--- src/logic/dcp_consts.vh ---
`ifndef DCP_CONSTS_VH
`define DCP_CONSTS_VH

// bits per byte on either protocol
`define DCP_BYTE_BITS 4'd8
// last bit index inside a byte
`define DCP_LAST_BIT 4'd7
// transfer-type field of the three-wire address byte, written {bit1, bit0}
`define DCP_TW_TYPE_WRITE 2'b10
`define DCP_TW_TYPE_READ 2'b11
// field positions of the three-wire address byte
`define DCP_TW_TYPE_LSB 0
`define DCP_TW_ADDR_LSB 2
// flag in bit 0 of the three-wire register byte
`define DCP_FLAG_WRITE 1'b0
`define DCP_FLAG_PREPARE 1'b1
// register pointer after reset
`define DCP_REG_ADDR_RESET 8'h00
// highest bus clock the host may use, in kHz
`define DCP_I2C_FMAX_KHZ 400

`endif

--- src/logic/dcp_sync.v ---
`timescale 1ns/1ps

// two-flop synchroniser per bit plus a third stage for edge finding
module dcp_sync #(
   parameter WIDTH = 4
) (
   input wire clk,
   input wire srst,
   input wire [WIDTH-1:0] async_in,
   output wire [WIDTH-1:0] level,
   output wire [WIDTH-1:0] rise,
   output wire [WIDTH-1:0] fall
);
   reg [WIDTH-1:0] meta;
   reg [WIDTH-1:0] stable;
   reg [WIDTH-1:0] last;
   reg [2:0] warm;

   // edges compare the second and third stage only, never the first
   always @(posedge clk) begin
      if (srst) begin
         meta <= {WIDTH{1'b0}};
         stable <= {WIDTH{1'b0}};
         last <= {WIDTH{1'b0}};
         warm <= 3'b000;
      end else begin
         meta <= async_in;
         stable <= meta;
         last <= stable;
         warm <= {warm[1:0], 1'b1};
      end
   end

   // no edges until every stage holds a real pin level, else an idle-high pin looks like a rise
   assign level = stable;
   assign rise = warm[2] ? (stable & ~last) : {WIDTH{1'b0}};
   assign fall = warm[2] ? (~stable & last) : {WIDTH{1'b0}};
endmodule // dcp_sync

--- src/logic/dcp_control_port.v ---
// Operation
// [RULE_01] strap low picks three-wire bus, high picks I2C slave on shared pins
// [RULE_02] in I2C mode the phase pin becomes DAC mute, high mutes
// [RULE_03] three-wire bytes travel least significant bit first
// [RULE_04] host addresses with phase low and exactly eight clock pulses
// [RULE_05] phase high carries data bytes to the last addressed device
// [RULE_06] address byte bits 0-1 are transfer type, bits 2-7 device address
// [RULE_07] type 0 then 1 is write or prepare read, 1 and 1 is read
// [RULE_08] first data byte: bit 0 flag, then register address A6 down to A0
// [RULE_09] write is four bytes: address, register, high data, low data
// [RULE_10] host resends device address before each new register access
// [RULE_11] read spans six bytes, device returns register byte and two data bytes
// [RULE_12] returned register byte bit 0 is 0 if register exists, 1 if not
// [RULE_13] I2C master only starts when both lines idle high
// [RULE_14] one bit per clock pulse, data change while clock high is a condition
// [RULE_15] I2C master keeps clock at or below 400 kHz
// [RULE_16] I2C bytes are eight bits, most significant first
// [RULE_17] start is data falling with clock high, stop is data rising
// [RULE_18] ninth clock carries acknowledge from the receiving party
// [RULE_19] acknowledger holds data low through clock high, master releases it
// [RULE_20] master ends read with no acknowledge, slave releases data high
// [RULE_21] bytes between start and stop are not limited
// [RULE_22] I2C write: register address then 16-bit pairs high first, auto increment
// [RULE_23] I2C read: address write, repeated start, pairs high first, auto increment
// [RULE_24] three-wire data sampled on clock rise, read data changed on clock fall
`timescale 1ns/1ps
`include "dcp_consts.vh"

module dcp_control_port #(
   // arbitrary value, not any real part's address
   parameter [5:0] TW_DEV_ADDR = 6'h2a,
   // arbitrary value, not any real part's address
   parameter [6:0] I2C_DEV_ADDR = 7'h5a
) (
   input wire clk,
   input wire srst,
   input wire protocol_select_strap,
   input wire host_clock_pin,
   input wire host_data_pin_in,
   output reg host_data_pin_out,
   output reg host_data_pin_oe_n,
   input wire host_phase_pin,
   output reg dac_mute,
   output reg i2c_mode,
   output reg [7:0] reg_addr,
   output reg reg_wr_stb,
   output reg [15:0] reg_wdata,
   output reg reg_rd_stb,
   input wire [15:0] reg_rdata,
   input wire reg_exists
);
   // three-wire selection
   localparam [1:0] TW_NONE = 2'd0;
   localparam [1:0] TW_WRITE = 2'd1;
   localparam [1:0] TW_READ = 2'd2;
   // three-wire byte slot within one data phase
   localparam [1:0] SLOT_REG = 2'd0;
   localparam [1:0] SLOT_HI = 2'd1;
   localparam [1:0] SLOT_LO = 2'd2;
   localparam [1:0] SLOT_DONE = 2'd3;
   // I2C states
   localparam [2:0] I2C_IDLE = 3'd0;
   localparam [2:0] I2C_DEV = 3'd1;
   localparam [2:0] I2C_REG = 3'd2;
   localparam [2:0] I2C_WDATA = 3'd3;
   localparam [2:0] I2C_RDATA = 3'd4;

   function [7:0] rev8;
      input [7:0] x;
      integer i;
      begin
         for (i = 0; i < 8; i = i + 1) begin
            rev8[i] = x[7 - i];
         end
      end
   endfunction

   wire [3:0] lvl;
   wire [3:0] rse;
   wire [3:0] fll;

   dcp_sync #(
      .WIDTH(4)
   ) u_sync (
      .clk(clk),
      .srst(srst),
      .async_in({protocol_select_strap, host_clock_pin, host_data_pin_in, host_phase_pin}),
      .level(lvl),
      .rise(rse),
      .fall(fll)
   );

   wire s_mode = lvl[3];
   wire s_clk = lvl[2];
   wire s_data = lvl[1];
   wire s_phase = lvl[0];
   wire mode_edge = rse[3] | fll[3];
   wire clk_rise = rse[2];
   wire clk_fall = fll[2];
   wire phase_edge = rse[0] | fll[0];
   wire start_cond = fll[1] & s_clk; // see [RULE_17]
   wire stop_cond = rse[1] & s_clk; // see [RULE_17]

   reg [7:0] rx_sr;
   reg [3:0] bit_cnt;
   reg addr_inc;
   reg [1:0] tw_sel;
   reg [1:0] tw_slot;
   reg tw_drive;
   reg tw_bit;
   reg [7:0] tw_cur;
   reg [7:0] hi_hold;
   reg [2:0] i2c_state;
   reg ack_phase;
   reg i2c_pull;
   reg [7:0] tx_sr;
   reg second_byte;
   reg master_nack;

   // byte as it stands after this clock's bit
   wire [7:0] tw_in = {s_data, rx_sr[7:1]}; // see [RULE_03]
   wire [7:0] i2c_in = {rx_sr[6:0], s_data}; // see [RULE_16]
   wire [7:0] tw_val = rev8(tw_in);

   always @(posedge clk) begin
      if (srst || mode_edge) begin
         // a strap change abandons any transfer in flight
         rx_sr <= 8'h00;
         bit_cnt <= 4'd0;
         addr_inc <= 1'b0;
         tw_sel <= TW_NONE;
         tw_slot <= SLOT_DONE;
         tw_drive <= 1'b0;
         tw_bit <= 1'b0;
         tw_cur <= 8'h00;
         hi_hold <= 8'h00;
         i2c_state <= I2C_IDLE;
         ack_phase <= 1'b0;
         i2c_pull <= 1'b0;
         tx_sr <= 8'hff;
         second_byte <= 1'b0;
         master_nack <= 1'b0;
         reg_addr <= `DCP_REG_ADDR_RESET;
         reg_wr_stb <= 1'b0;
         reg_wdata <= 16'h0000;
         reg_rd_stb <= 1'b0;
      end else begin
         reg_wr_stb <= 1'b0;
         reg_rd_stb <= 1'b0;
         addr_inc <= 1'b0;
         if (addr_inc) begin
            reg_addr <= reg_addr + 8'h01; // see [RULE_22]
         end
         if (!s_mode) begin // see [RULE_01]
            if (phase_edge) begin
               // every phase change restarts byte framing
               bit_cnt <= 4'd0;
               tw_slot <= SLOT_REG;
               tw_drive <= 1'b0;
               if (rse[0] && tw_sel == TW_READ) begin
                  tw_cur <= rev8({~reg_exists, reg_addr[6:0]}); // see [RULE_12]
                  tw_bit <= ~reg_exists; // see [RULE_12]
                  tw_drive <= 1'b1; // see [RULE_11]
               end
            end else if (clk_rise && !s_phase) begin
               // address mode; pulses past the eighth are ignored
               if (bit_cnt < `DCP_BYTE_BITS) begin // see [RULE_04]
                  rx_sr <= tw_in;
                  bit_cnt <= bit_cnt + 4'd1;
                  if (bit_cnt == `DCP_LAST_BIT) begin
                     tw_sel <= TW_NONE;
                     if (tw_in[7:`DCP_TW_ADDR_LSB] == TW_DEV_ADDR) begin // see [RULE_06]
                        case (tw_in[`DCP_TW_TYPE_LSB+1:`DCP_TW_TYPE_LSB]) // see [RULE_07]
                           `DCP_TW_TYPE_WRITE: begin
                              tw_sel <= TW_WRITE;
                           end
                           `DCP_TW_TYPE_READ: begin
                              tw_sel <= TW_READ;
                           end
                           default: begin
                              tw_sel <= TW_NONE;
                           end
                        endcase
                     end
                  end
               end
            end else if (clk_rise && tw_sel == TW_WRITE) begin // see [RULE_05]
               rx_sr <= tw_in; // see [RULE_24]
               bit_cnt <= bit_cnt + 4'd1;
               if (bit_cnt == `DCP_LAST_BIT) begin
                  bit_cnt <= 4'd0;
                  case (tw_slot)
                     SLOT_REG: begin
                        reg_addr <= {1'b0, tw_val[6:0]}; // see [RULE_08]
                        if (tw_val[7] == `DCP_FLAG_PREPARE) begin
                           // prepare read: pointer held for the read phase
                           reg_rd_stb <= 1'b1;
                           tw_sel <= TW_NONE; // see [RULE_10]
                           tw_slot <= SLOT_DONE;
                        end else begin
                           tw_slot <= SLOT_HI;
                        end
                     end
                     SLOT_HI: begin
                        hi_hold <= tw_val; // see [RULE_09]
                        tw_slot <= SLOT_LO;
                     end
                     SLOT_LO: begin
                        reg_wdata <= {hi_hold, tw_val}; // see [RULE_09]
                        reg_wr_stb <= 1'b1;
                        tw_sel <= TW_NONE; // see [RULE_10]
                        tw_slot <= SLOT_DONE;
                     end
                     default: begin
                        tw_slot <= SLOT_DONE;
                     end
                  endcase
               end
            end else if (clk_rise && tw_sel == TW_READ && tw_drive) begin
               bit_cnt <= bit_cnt + 4'd1;
               if (bit_cnt == `DCP_LAST_BIT) begin
                  bit_cnt <= 4'd0;
                  case (tw_slot)
                     SLOT_REG: begin
                        tw_cur <= rev8(reg_rdata[15:8]); // see [RULE_11]
                        tw_slot <= SLOT_HI;
                     end
                     SLOT_HI: begin
                        tw_cur <= rev8(reg_rdata[7:0]); // see [RULE_11]
                        tw_slot <= SLOT_LO;
                     end
                     default: begin
                        // last bit sampled: let go of the line
                        tw_drive <= 1'b0;
                        tw_sel <= TW_NONE;
                        tw_slot <= SLOT_DONE;
                     end
                  endcase
               end
            end else if (clk_fall && tw_drive) begin
               tw_bit <= tw_cur[bit_cnt[2:0]]; // see [RULE_24]
            end
         end else begin
            if (start_cond) begin
               // also a repeated start; the pointer survives it
               i2c_state <= I2C_DEV; // see [RULE_13]
               bit_cnt <= 4'd0;
               ack_phase <= 1'b0;
               i2c_pull <= 1'b0;
            end else if (stop_cond) begin
               i2c_state <= I2C_IDLE;
               bit_cnt <= 4'd0;
               ack_phase <= 1'b0;
               i2c_pull <= 1'b0;
            end else if (i2c_state != I2C_IDLE && clk_rise) begin
               if (bit_cnt < `DCP_BYTE_BITS) begin
                  rx_sr <= i2c_in; // see [RULE_14]
                  bit_cnt <= bit_cnt + 4'd1;
               end else if (ack_phase && i2c_state == I2C_RDATA) begin
                  master_nack <= s_data; // see [RULE_20]
               end
            end else if (i2c_state != I2C_IDLE && clk_fall) begin
               // the line only moves while the clock is low
               if (bit_cnt < `DCP_BYTE_BITS) begin
                  if (i2c_state == I2C_RDATA && bit_cnt != 4'd0) begin
                     i2c_pull <= ~tx_sr[6]; // see [RULE_16]
                     tx_sr <= {tx_sr[6:0], 1'b1};
                  end
               end else if (!ack_phase) begin
                  ack_phase <= 1'b1; // see [RULE_18]
                  case (i2c_state)
                     I2C_DEV: begin
                        if (rx_sr[7:1] == I2C_DEV_ADDR) begin
                           i2c_pull <= 1'b1; // see [RULE_19]
                           master_nack <= 1'b0;
                           second_byte <= 1'b0;
                           i2c_state <= rx_sr[0] ? I2C_RDATA : I2C_REG;
                        end else begin
                           i2c_state <= I2C_IDLE;
                        end
                     end
                     I2C_REG: begin
                        reg_addr <= rx_sr;
                        i2c_pull <= 1'b1; // see [RULE_18]
                        second_byte <= 1'b0;
                        i2c_state <= I2C_WDATA;
                     end
                     I2C_WDATA: begin
                        i2c_pull <= 1'b1; // see [RULE_21]
                        second_byte <= ~second_byte;
                        if (!second_byte) begin
                           hi_hold <= rx_sr; // see [RULE_22]
                        end else begin
                           reg_wdata <= {hi_hold, rx_sr};
                           reg_wr_stb <= 1'b1;
                           addr_inc <= 1'b1; // see [RULE_22]
                        end
                     end
                     default: begin
                        i2c_pull <= 1'b0; // see [RULE_19]
                     end
                  endcase
               end else begin
                  ack_phase <= 1'b0;
                  bit_cnt <= 4'd0;
                  i2c_pull <= 1'b0;
                  if (i2c_state == I2C_RDATA) begin
                     if (master_nack) begin
                        i2c_state <= I2C_IDLE; // see [RULE_20]
                     end else if (!second_byte) begin
                        tx_sr <= reg_rdata[15:8]; // see [RULE_23]
                        i2c_pull <= ~reg_rdata[15];
                        reg_rd_stb <= 1'b1;
                        second_byte <= 1'b1;
                     end else begin
                        tx_sr <= reg_rdata[7:0];
                        i2c_pull <= ~reg_rdata[7];
                        second_byte <= 1'b0;
                        addr_inc <= 1'b1; // see [RULE_23]
                     end
                  end
               end
            end
         end
      end
   end

   // pins and mute all leave from flops; one cycle behind the engines
   always @(posedge clk) begin
      if (srst) begin
         host_data_pin_out <= 1'b0;
         host_data_pin_oe_n <= 1'b1;
         dac_mute <= 1'b0;
         i2c_mode <= 1'b0;
      end else begin
         host_data_pin_out <= s_mode ? 1'b0 : tw_bit; // see [RULE_01]
         host_data_pin_oe_n <= s_mode ? ~i2c_pull : ~tw_drive; // see [RULE_19]
         dac_mute <= s_mode & s_phase; // see [RULE_02]
         i2c_mode <= s_mode;
      end
   end
endmodule // dcp_control_port

--- config.mk ---
export PLATFORM = sky130hd
export DESIGN_NAME = dcp_control_port
export DESIGN_NICKNAME = d
export VERILOG_FILES = /design/src/logic/dcp_sync.v /design/src/logic/dcp_control_port.v
export VERILOG_INCLUDE_DIRS = /design/src /design/src/logic
export SDC_FILE = /design/constraint.sdc
export NUM_CORES = 1
export LEC_CHECK = 0
export BUFFER_PORTS_ARGS = -buffer_cell sky130_fd_sc_hd__buf_4
export CORE_MARGIN = 1.5
export CORE_UTILIZATION = 49
export DETAILED_ROUTE_END_ITERATION = 8
export PLACE_DENSITY = 0.68
export SYNTH_ARGS = -nofsm -noshare
export SYNTH_HDL_FRONTEND = slang
export SYNTH_SLANG_ARGS = --single-unit
--- constraint.sdc ---
create_clock -name clk -period 3.7 [get_ports clk]
set_clock_uncertainty 0.2 [all_clocks]
set_input_delay 0.74 -clock clk [delete_from_list [all_inputs] [get_ports clk]]
set_output_delay 0.74 -clock clk [all_outputs]
set_load 0.005 [all_outputs]
======== Yosys cells after proc, flatten, opt, wreduce, memory -nomap -nowiden ========
Index checks and enable logic that the tools add are counted.
word-level totals
  bits in registers ....................... 94
  bits of input ports ..................... 23
cells by class
  add/subtract/negate cells ............... 2
  order comparisons ....................... 2
  equality and inequality tests ........... 56
  multiplexer cells ....................... 191
  bitwise logic cells ..................... 23
  reductions and logical operators ........ 54
operators by type and width
  kind                  count
  $mux W8               43
  $mux W16              14
  $mux W1               77
  $mux W4               15
  $mux W7               6
  $mux W2               17
  $ne A2 B2 Y1 const B  17
  $mux W3               10
  $reduce_and A13 Y1    2
  $reduce_bool A2 Y1    12
  $ne A2 B1 Y1 const B  11
  $reduce_and A7 Y1     3
  $reduce_and A10 Y1    2
  $reduce_and A9 Y1     2
  $reduce_bool A3 Y1    6
  $pmux W2 S2           4
  $pmux W8 S2           1
  $ne A3 B3 Y1 const B  5
  $ne A5 B5 Y1 const B  3
  $not A1 Y1            14
  $ne A4 B3 Y1 const B  3
  $reduce_and A6 Y1     2
  $logic_and A1 B1 Y1   10
  $reduce_and A5 Y1     2
  32 further kinds      47

======== Depth between registers and ports, before layout ========
Gate-level depths: netlist of the first run.
  word-level depth ........................ 10
  mapped depth ............................ 8
  depth with buffers taken out ............ 7

======== Cells and area by module ========
Synthesis of the first run repeated with hierarchy kept, for this count alone.
unflattened totals
  cells, all modules ...................... 579
  area total of the unflattened synthesis .. 4902.2 sq um
modules (own cells, without submodules)
  module            instances  cells an instance  area each (sq um)
  dcp_control_port  1          540                4400.5
  dcp_sync          1          39                 501.7

======== Least setup slack after synthesis of the first run ========
Ideal clock, no wire load.
  kind .................................... register to register
  start point ............................. reg bit_cnt[0]
  end point ............................... reg reg_addr[3]
  library setup time ...................... 0.137 ns
  arrival time ............................ 1.946 ns
  slack ................................... 1.417 ns
  stages on the path, launching flop included .. 9
  path buffers ............................ 2
  period minus slack after synthesis ...... 2.283 ns
  cells stage by stage .................... dfxtp_1 > ha_1 > nand3b_4 > or4_1 > clkbuf_1 > or2_0 > buf_2 > o211ai_1 > a21oi_1
between the ends
  longest elaborated chain between the ends .. 7
  elaborated cells on any way between the ends .. 12
RTL lines
  what                           RTL line                source
  start, declared                dcp_control_port.v:105  reg [3:0] bit_cnt;
  start signal, assigned         dcp_control_port.v:169  bit_cnt <= bit_cnt + 4'd1;
  start signal, assigned         dcp_control_port.v:189  bit_cnt <= bit_cnt + 4'd1;
  start signal, assigned         dcp_control_port.v:220  bit_cnt <= bit_cnt + 4'd1;
  $lt A4 B4 Y1 (no source line)  --
  $mux W8                        dcp_control_port.v:264  if (bit_cnt < `DCP_BYTE_BITS) begin
  $mux W8                        dcp_control_port.v:262  end else if (i2c_state != I2C_IDLE && clk_fall) begin
  $mux W8                        dcp_control_port.v:255  end else if (i2c_state != I2C_IDLE && clk_rise) begin
  $mux W8                        dcp_control_port.v:250  end else if (stop_cond) begin
  $mux W8                        dcp_control_port.v:244  if (start_cond) begin
  $mux W8 *                      dcp_control_port.v:154  if (!s_mode) begin
  end signal, assigned           dcp_control_port.v:143  reg_addr <= `DCP_REG_ADDR_RESET;
  end signal, assigned           dcp_control_port.v:152  reg_addr <= reg_addr + 8'h01;
  end signal, assigned           dcp_control_port.v:283  reg_addr <= rx_sr;
  end, declared                  dcp_control_port.v:45   output reg [7:0] reg_addr,
Every way passes the cells marked *; elsewhere a longest branch is shown, timed or not.
A chain may end at the register's enable or synchronous reset.

======== Final worst setup path of the first run ========
  start point ............................. reg u_sync.stable[0], in the netlist u_sync.level[0]
  end point ............................... reg tw_cur[5]
between the ends
  longest elaborated chain between the ends .. 6
  elaborated cells on any way between the ends .. 17
RTL lines
  what                                                         RTL line                source
  start, declared                                              dcp_sync.v:15           reg [WIDTH-1:0] stable;
  start signal, assigned                                       dcp_sync.v:23           stable <= {WIDTH{1'b0}};
  start signal, assigned                                       dcp_sync.v:28           stable <= meta;
  $not A4 Y4                                                   dcp_sync.v:37           assign fall = warm[2] ? (~stable & last) : {WIDTH{1'b0}};
  $and A4 B4 Y4                                                dcp_sync.v:37
  $mux W4                                                      dcp_sync.v:37
  $or A1 B1 Y1                                                 dcp_control_port.v:100  wire phase_edge = rse[0] | fll[0];
  $ne A2 B1 Y1 (no source line), or another cell as far along  --
  $reduce_and A7 Y1 (no source line)                           --
  end signal, assigned                                         dcp_control_port.v:161  tw_cur <= rev8({~reg_exists, reg_addr[6:0]});
  end signal, assigned                                         dcp_control_port.v:225  tw_cur <= rev8(reg_rdata[15:8]);
  end signal, assigned                                         dcp_control_port.v:229  tw_cur <= rev8(reg_rdata[7:0]);
  end, declared                                                dcp_control_port.v:111  reg [7:0] tw_cur;
Several ways; a longest one is shown, not always the timed one.

==> results by group, run 1 <==
Status
  – Status: finished clean

Synthesis
  – Post-Syn Nets: 634
  – Post-synth cell types: 79
  – Largest area contributor in the netlist: dfxtp_1
  – Count leader, synth: dfxtp_1
  – Post-synth top cells: dfxtp_1, nand2_1, a21oi_1, o21ai_0
  – Sequential fraction of the synthesis area: 0.366
  – Top cell type's share of synthesized area: 0.366
  – Post-Syn Area per Cell: 8.39 um2
  – Top FF cell, synth: dfxtp_1
  – Post-synthesis async set-or-reset flop share: 0
  – Synth area leaders: dfxtp_1, a21oi_1, o21ai_0
  – Yosys reg bits: 93
  – EDFF count, synth: 0
  – Syn. warnings: 0
  – Syn Inst Count: 607
  – Post-Syn Area: 5090 um2

Timing
  – RSZ-0062 raised after global routing: false
  – Final max-slew violation count: 0
  – Tmin final: 2.98 ns
  – Rel. slew slack: 0.236
  – Final Cycle Share: 0.805
  – # setup viols final: 0
  – Post-route setup TNS: 0 ns
  – Fmax achieved: 0.336 GHz
  – Slew @ Worst Pin: 1.15 ns
  – Final hold violation count: 0

GRT
  – First-pass GRT wire length: 22700 um
  – Largest net degree at the start of global routing: 47
  – Total gr overflow: 0
  – Initial antenna violation count: 0
  – GRT Total Usage: 0.258
  – Vias in the first global route: 4373

Clock network
  – Max Buffers Root-to-Sink: 2
  – CTS tree: built
  – Worst-skew pair later-pin latency: 0.36 ns
  – Root Driver: clkbuf_8
  – CTS Hold Buffers Added: 0
  – TritonCTS Buffers: 9
  – Post-CTS setup buffers: 0
  – Clock sinks: 93
  – PostCTS Resize Cnt: 0
  – Clk slew on worst S/H paths: 0.09 ns
  – H-tree depth: 3

Die
  – Initial Util: 0.500
  – Core area: 10200 um2
  – Chip width: 105 um
  – Die H: 105 um
  – Die area: 11000 um2
  – # rows: 37
  – Top Ports: 53

Worst setup path
  – Slowest stage cell, crit path: a221oi_2
  – Worst R2R Setup Slack: 0.72 ns
  – Reg2reg start: u_sync.level[0]$_SDFF_PP0_
  – Delay of the slowest critical-path stage: 0.99 ns
  – WP depth: 5
  – Critical path peak fanout: 19
  – CP Buf/Inv Count: 0
  – Reg2reg path depth: 5
  – CP Cell Sequence: xor2_2, nand2_1, a221oi_2, o211ai_1, a21oi_1
  – Crit Path Category: reg2reg
  – CP Capture Type: flip-flop
  – Cell type group with the largest total delay on the critical path: compound AO/OA/AOI/OAI gates
  – Critical Path RT: 3.79 ns
  – Crit path DAT: 3.07 ns
  – Startpoint types: flip-flop
  – R2R Path End: tw_cur[5]$_SDFFE_PP0P_

Detailed routing
  – Vias per cell: 6.16
  – Met1 Wirelength: 6610 um
  – Top sig layer: met4
  – Routed wl met3: 816 um
  – Via Count: 4734
  – Antenna viol nets, final: 0
  – Wire length on met2: 6160 um
  – Detailed Route WL: 14000 um
  – Initial DRC Count: 404
  – DR pass1 iterations: 6
  – Remaining DRCs: 0
  – Drt wl/cell: 18.1 um

Power
  – Leakage: 2.04 nW
  – Pwr Density: 312 nW/um2
  – Max VDD drop: 209 uV

Cells and area
  – Core Util, Final: 0.555
  – Final #Nets: 656
  – Multi-input gate area: 2970 um2
  – Diodes inserted: 0
  – Fill count: 950
  – Layout cell share with drive strength beyond 1: 0.156
  – Seq. cell area: 1860 um2
  – Area Overhead vs Synth: 11.1%

Flow run
  – Max_cap viols: 0

Worst hold path
  – Hold path depth: 1
  – Worst Hold End: u_sync.level[2]$_SDFF_PP0_
  – Worst Hold Class: reg2reg
  – Hold path startpoint: u_sync.meta[2]$_SDFF_PP0_

Placement
  – IO Port Bufs: 52
  – Gpl congestion: 0.931
  – DP HPWL: 9790 um
-- power breakdown --
group	total (W)	internal (W)	switching [W]	leakage, nW
Sequential	0.00102	0.00101	0.0000115	0.752
Clock	0.000618	0.000261	0.000356	0.0828
Combinational	0.000125	0.0000482	0.0000772	1.20
Total	0.00176	0.00132	0.000445	2.04
-- cell families (layout without fill, tap and decap cells) --
logic type	Yosys count	count (layout)	synth area share
xor gates and xnor gates	10	10	0.0187
and+or+nand+nor	212	212	0.232
AOI/OAI and AO/OA	194	194	0.247
DFF	93	93	0.366
buffers and inverters	60	86	0.0526
muxes	34	34	0.0737
adders and majority gates	4	4	0.00983
-- cell usage in the layout, fill, tap and decap left out, drive strengths merged, types with 3 or more instances in the layout --
cell     count
o21a         5
o311ai       6
xnor2        6
or3         11
a31oi        3
and3b        3
a21oi       56
nor4         3
or4          9
and2         6
nand3b       5
buf         58
and3         4
clkbuf      12
a211o        4
inv         14
ha           4
nor2        20
nand4bb      3
o211ai      28
xor2         4
o2111ai      4
nand2       67
nand4        5
mux2         8
nor2b       18
nand3       27
o21ai       54
nor3         4
nand2b      15
o31ai        8
mux2i       24
dfxtp       93
-- final cells by class --
class | count | area share
Inverter | 13 | 0.00863
Sequential cell | 93 | 0.329
Multi-Input combinational cell | 454 | 0.526
Tap cell | 136 | 0.0301
Timing Repair Buffer | 58 | 0.0770
Clock inverter | 3 | 0.00376
Clock buffer | 12 | 0.0257
-- metal layers --
layer	vias up	GRT usage
li1	2286	-
met1	2220	0.365
met2	200	0.394
met3	28	0.0368
met4	0	0.109
met5	-	0
-- how the worst max path moves through the flow --
stage | from | endpoint | slack (ns)
6_report | u_sync.level[0]$_SDFF_PP0_ | tw_cur[5]$_SDFFE_PP0P_ | 0.72
5_1_grt | u_sync.level[0]$_SDFF_PP0_ | tw_cur[1]$_SDFFE_PP0P_ | 0.49
4_1_cts | u_sync.level[0]$_SDFF_PP0_ | tw_cur[5]$_SDFFE_PP0P_ | 0.81
3_5_place_dp | u_sync.level[0]$_SDFF_PP0_ | tw_cur[5]$_SDFFE_PP0P_ | 0.83
3_3_place_gp | u_sync.level[0]$_SDFF_PP0_ | tw_cur[3]$_SDFFE_PP0P_ | 0.96
2_1_floorplan | bit_cnt[0]$_SDFFE_PP0P_ | reg_addr[3]$_SDFF_PP0_ | 1.42
-- state kept, by name (all words and copies together), names as in the netlist, 2 cells and up --
name          count
bit_cnt           4
hi_hold           8
i2c_state         3
reg_addr          8
reg_wdata        16
rx_sr             8
tw_cur            8
tw_sel            2
tw_slot           2
tx_sr             7
u_sync.last       4
u_sync.level      4
u_sync.meta       4
u_sync.warm       3
-- metrics by stage --
step / instance area (um2) / setup slack (ns) / power [W] / std cells / hold slack (ns)
final: 5650 / 0.723 / 0.00176 / 769 / 0.241
after global routing: 5650 / 0.488 / 0.00183 / 769 / 0.258
after CTS: 5650 / 0.807 / 0.00178 / 769 / 0.240
after detailed placement: 5490 / 0.828 / 0.00117 / 754 / 0.220
after global placement: 5490 / 0.964 / 0.00117 / 754 / 0.217
after floorplan: 5090 / 1.42 / 0.00112 / 607 / 0.214
Power figures use the tool's default switching activity.
==> inputs of run 2 (changes only) <==
--- a/config.mk
+++ b/config.mk
@@ -10,7 +10,7 @@
 export CORE_MARGIN = 1.5
 export CORE_UTILIZATION = 49
 export DETAILED_ROUTE_END_ITERATION = 8
-export PLACE_DENSITY = 0.68
+export PLACE_DENSITY = 0.71
 export SYNTH_ARGS = -nofsm -noshare
 export SYNTH_HDL_FRONTEND = slang
 export SYNTH_SLANG_ARGS = --single-unit
==> constraint.sdc (replaced) <==
create_clock -name clk -period 2.5 [get_ports clk]
set_clock_uncertainty 0.2 [all_clocks]
set_input_delay 0.5 -clock clk [delete_from_list [all_inputs] [get_ports clk]]
set_output_delay 0.5 -clock clk [all_outputs]
set_load 0.005 [all_outputs]
==> run 2 against run 1 <==
Compared with the run above: utilization increased by 3.0 points; clock power is 59% higher; final cell count rose by 4.4%; wire length increased by 2.9%; critical endpoint is now reg_addr[6]$_SDFF_PP0_; first-iteration DRC count shrank 6.7%; flip-flop and latch count stayed put; largest cell class unchanged.
==> results by group, run 2 (synthesis gave the netlist of run 1 again) <==
Placement
  – DP HPWL: 10400 um (was 9790 um)
  – Setup slack after placement: 0.0482 ns (was 0.828 ns)
  – Gpl congestion: 0.992 (was 0.931)
  – IO Port Bufs: 52 (unchanged)

Detailed routing
  – Top sig layer: met4 (unchanged)
  – Initial DRC Count: 377 (was 404)
  – Vias per cell: 6.10 (was 6.16)
  – Antenna viol nets, final: 0 (unchanged)
  – Via Count: 4899 (was 4734)
  – Wire length on met2: 6460 um (was 6160 um)
  – Routed wl met3: 799 um (was 816 um)
  – DR pass1 iterations: 5 (was 6)
  – Drt wl/cell: 17.9 um (was 18.1 um)
  – Remaining DRCs: 0 (unchanged)
  – Met1 Wirelength: 6670 um (was 6610 um)
  – Detailed Route WL: 14400 um (was 14000 um)

GRT
  – Vias in the first global route: 4749 (was 4373)
  – Largest net degree at the start of global routing: 31 (was 47)
  – Initial antenna violation count: 0 (unchanged)
  – Total gr overflow: 0 (unchanged)
  – First-pass GRT wire length: 23900 um (was 22700 um)
  – GRT Total Usage: 0.268 (was 0.258)

Timing
  – Fmax achieved: 0.426 GHz (was 0.336 GHz)
  – RSZ-0062 raised after global routing: false (unchanged)
  – # setup viols final: 0 (unchanged)
  – Final hold violation count: 0 (unchanged)
  – Final max-slew violation count: 0 (unchanged)
  – Slew @ Worst Pin: 0.721 ns (was 1.15 ns)
  – Post-route setup TNS: 0 ns (unchanged)
  – Worst Hold Slack: 0.146 ns (was 0.241 ns)
  – Setup ws final: 0.153 ns (was 0.723 ns)
  – Tmin final: 2.35 ns (was 2.98 ns)
  – Rel. slew slack: 0.519 (was 0.236)
  – Final Cycle Share: 0.939 (was 0.805)

Power
  – Internal: 0.00199 W (was 0.00132 W)
  – Pwr Density: 452 nW/um2 (was 312 nW/um2)
  – Combinational power share: 0.077 (was 0.071)
  – Clk pwr share: 0.364 (was 0.350)
  – Sequential share of power: 0.560 (was 0.579)
  – Switching Fraction: 0.264 (was 0.252)
  – Leakage: 2.22 nW (was 2.04 nW)
  – Switch Pwr: 0.000710 W (was 0.000445 W)
  – Max VDD drop: 320 uV (was 209 uV)

Clock network
  – Worst-skew pair later-pin latency: 0.37 ns (was 0.36 ns)
  – H-tree depth: 3 (unchanged)
  – Post-CTS setup buffers: 0 (unchanged)
  – Clock sinks: 93 (unchanged)
  – CTS tree: built (unchanged)
  – TritonCTS Buffers: 9 (unchanged)
  – Max Buffers Root-to-Sink: 2 (unchanged)
  – Clk slew on worst S/H paths: 0.11 ns (was 0.09 ns)
  – Root Driver: clkbuf_8 (unchanged)

Worst setup path
  – Critical Path RT: 2.57 ns (was 3.79 ns)
  – CP Cell Sequence: ha_2, nand3b_4, or4_1, buf_4, o31ai_1, a21oi_1, o21a_1 (was xor2_2, nand2_1, a221oi_2, o211ai_1, a21oi_1)
  – Critical path peak fanout: 7 (was 19)
  – Crit Path Category: reg2reg (unchanged)
  – CP Capture Type: flip-flop (unchanged)
  – Crit path DAT: 2.42 ns (was 3.07 ns)
  – Slowest stage cell, crit path: or4_1 (was a221oi_2)
  – Delay of the slowest critical-path stage: 0.51 ns (was 0.99 ns)
  – Startpoint types: flip-flop (unchanged)
  – Reg2reg path depth: 7 (was 5)

Flow run
  – Max_cap viols: 0 (unchanged)

Die
  – Core area: 10200 um2 (unchanged)
  – Initial Util: 0.500 (unchanged)
  – Die H: 105 um (unchanged)
  – Chip width: 105 um (unchanged)
  – Die area: 11000 um2 (unchanged)
  – # rows: 37 (unchanged)
  – Top Ports: 53 (unchanged)

Cells and area
  – Commonest non-fill, non-tap cell in the layout: buf_4 (was dfxtp_1)
  – Final #Nets: 689 (was 656)
  – Fill count: 946 (was 950)
  – Diodes inserted: 0 (unchanged)
  – Area Overhead vs Synth: 17.1% (was 11.1%)
  – Top reg by flops: reg_wdata (unchanged)
  – Multi-input gate area: 2980 um2 (was 2970 um2)
  – Most frequent cells in the layout: buf_4, dfxtp_1, nand2_1, a21oi_1, o21ai_0 (was dfxtp_1, nand2_1, buf_4, a21oi_1, o21ai_0)
  – Flip-flop count of the largest register after layout: 16 (unchanged)
  – Layout cell share with drive strength beyond 1: 0.213 (was 0.156)
  – Seq. cell area: 1870 um2 (was 1860 um2)

Worst hold path
  – Worst Hold Class: in2reg (was reg2reg)
  – Hold path depth: 2 (was 1)

Status
  – Status: finished clean (unchanged)
## run 2: cell count changes in the layout (fill, tap and decap cells not counted), moves of 2 or more
cell      delta
buf_4       +32
clkbuf_1     -2
dfxtp_1      -4
dfxtp_2      +4
inv_8        +2
## run 2: metrics by stage
step	instance area [um2]	power, W	cells	util
5_1_grt	5960	0.00280	803	0.585
6_report	5960	0.00270	803	0.585
2_1_floorplan	5090	0.00166	607	-
4_1_cts	5940	0.00272	803	0.583
3_3_place_gp	5750	0.00174	787	0.564
3_5_place_dp	5750	0.00175	787	0.564
## run 2: routing by layer
layer  global-route usage  vias to the layer above
li1                     -                     2353
met1                0.378                     2320
met2                0.414                      197
met3               0.0306                       29
met4                0.116                        0
met5                    0                        -
## run 2: power by group through the flow
stage	Sequential [W]	Clock [W]	Combinational, W
after floorplan	0.00153	0	0.000124
after global placement	0.00154	0	0.000201
after detailed placement	0.00154	0	0.000204
after CTS	0.00151	0.00100	0.000205
after global routing	0.00151	0.00106	0.000225
final	0.00151	0.000980	0.000207
## run 2: what timing repair did
item	in CTS	in global routing
hold buffers	0	0
endpoints found under the setup margin	0	41
resized for setup	0	8
## run 2: layout make-up
| cell class | instances | share of cell area |
|---|---|---|
| multi-input cells | 454 | 0.501 |
| flip-flops and latches | 93 | 0.313 |
| repair buffers | 91 | 0.117 |
| well taps | 136 | 0.0286 |
| clock buffers | 10 | 0.0231 |
| clock inverters | 6 | 0.00924 |
| inverters | 13 | 0.00819 |
## run 2: worst paths after layout
kind / startpoint / endpoint / slack [ns]
setup / recovery: bit_cnt[1]$_SDFFE_PP0P_ / reg_addr[6]$_SDFF_PP0_ / 0.15
hold / removal: host_data_pin_in / u_sync.meta[1]$_SDFF_PP0_ / 0.15
setup reg to reg: bit_cnt[1]$_SDFFE_PP0P_ / reg_addr[6]$_SDFF_PP0_ / 0.15
hold reg to reg: u_sync.meta[2]$_SDFF_PP0_ / u_sync.level[2]$_SDFF_PP0_ / 0.24
## run 2: critical path, delay by kind of cell (launching register included)
kind / cells / cell delay (ns)
AO/OA/AOI/OAI: 3 / 0.48
adder cells (fa/ha/maj): 1 / 0.29
buffers and inverters: 1 / 0.18
flip-flops: 1 / 0.45
AND/OR/NAND/NOR: 2 / 0.64
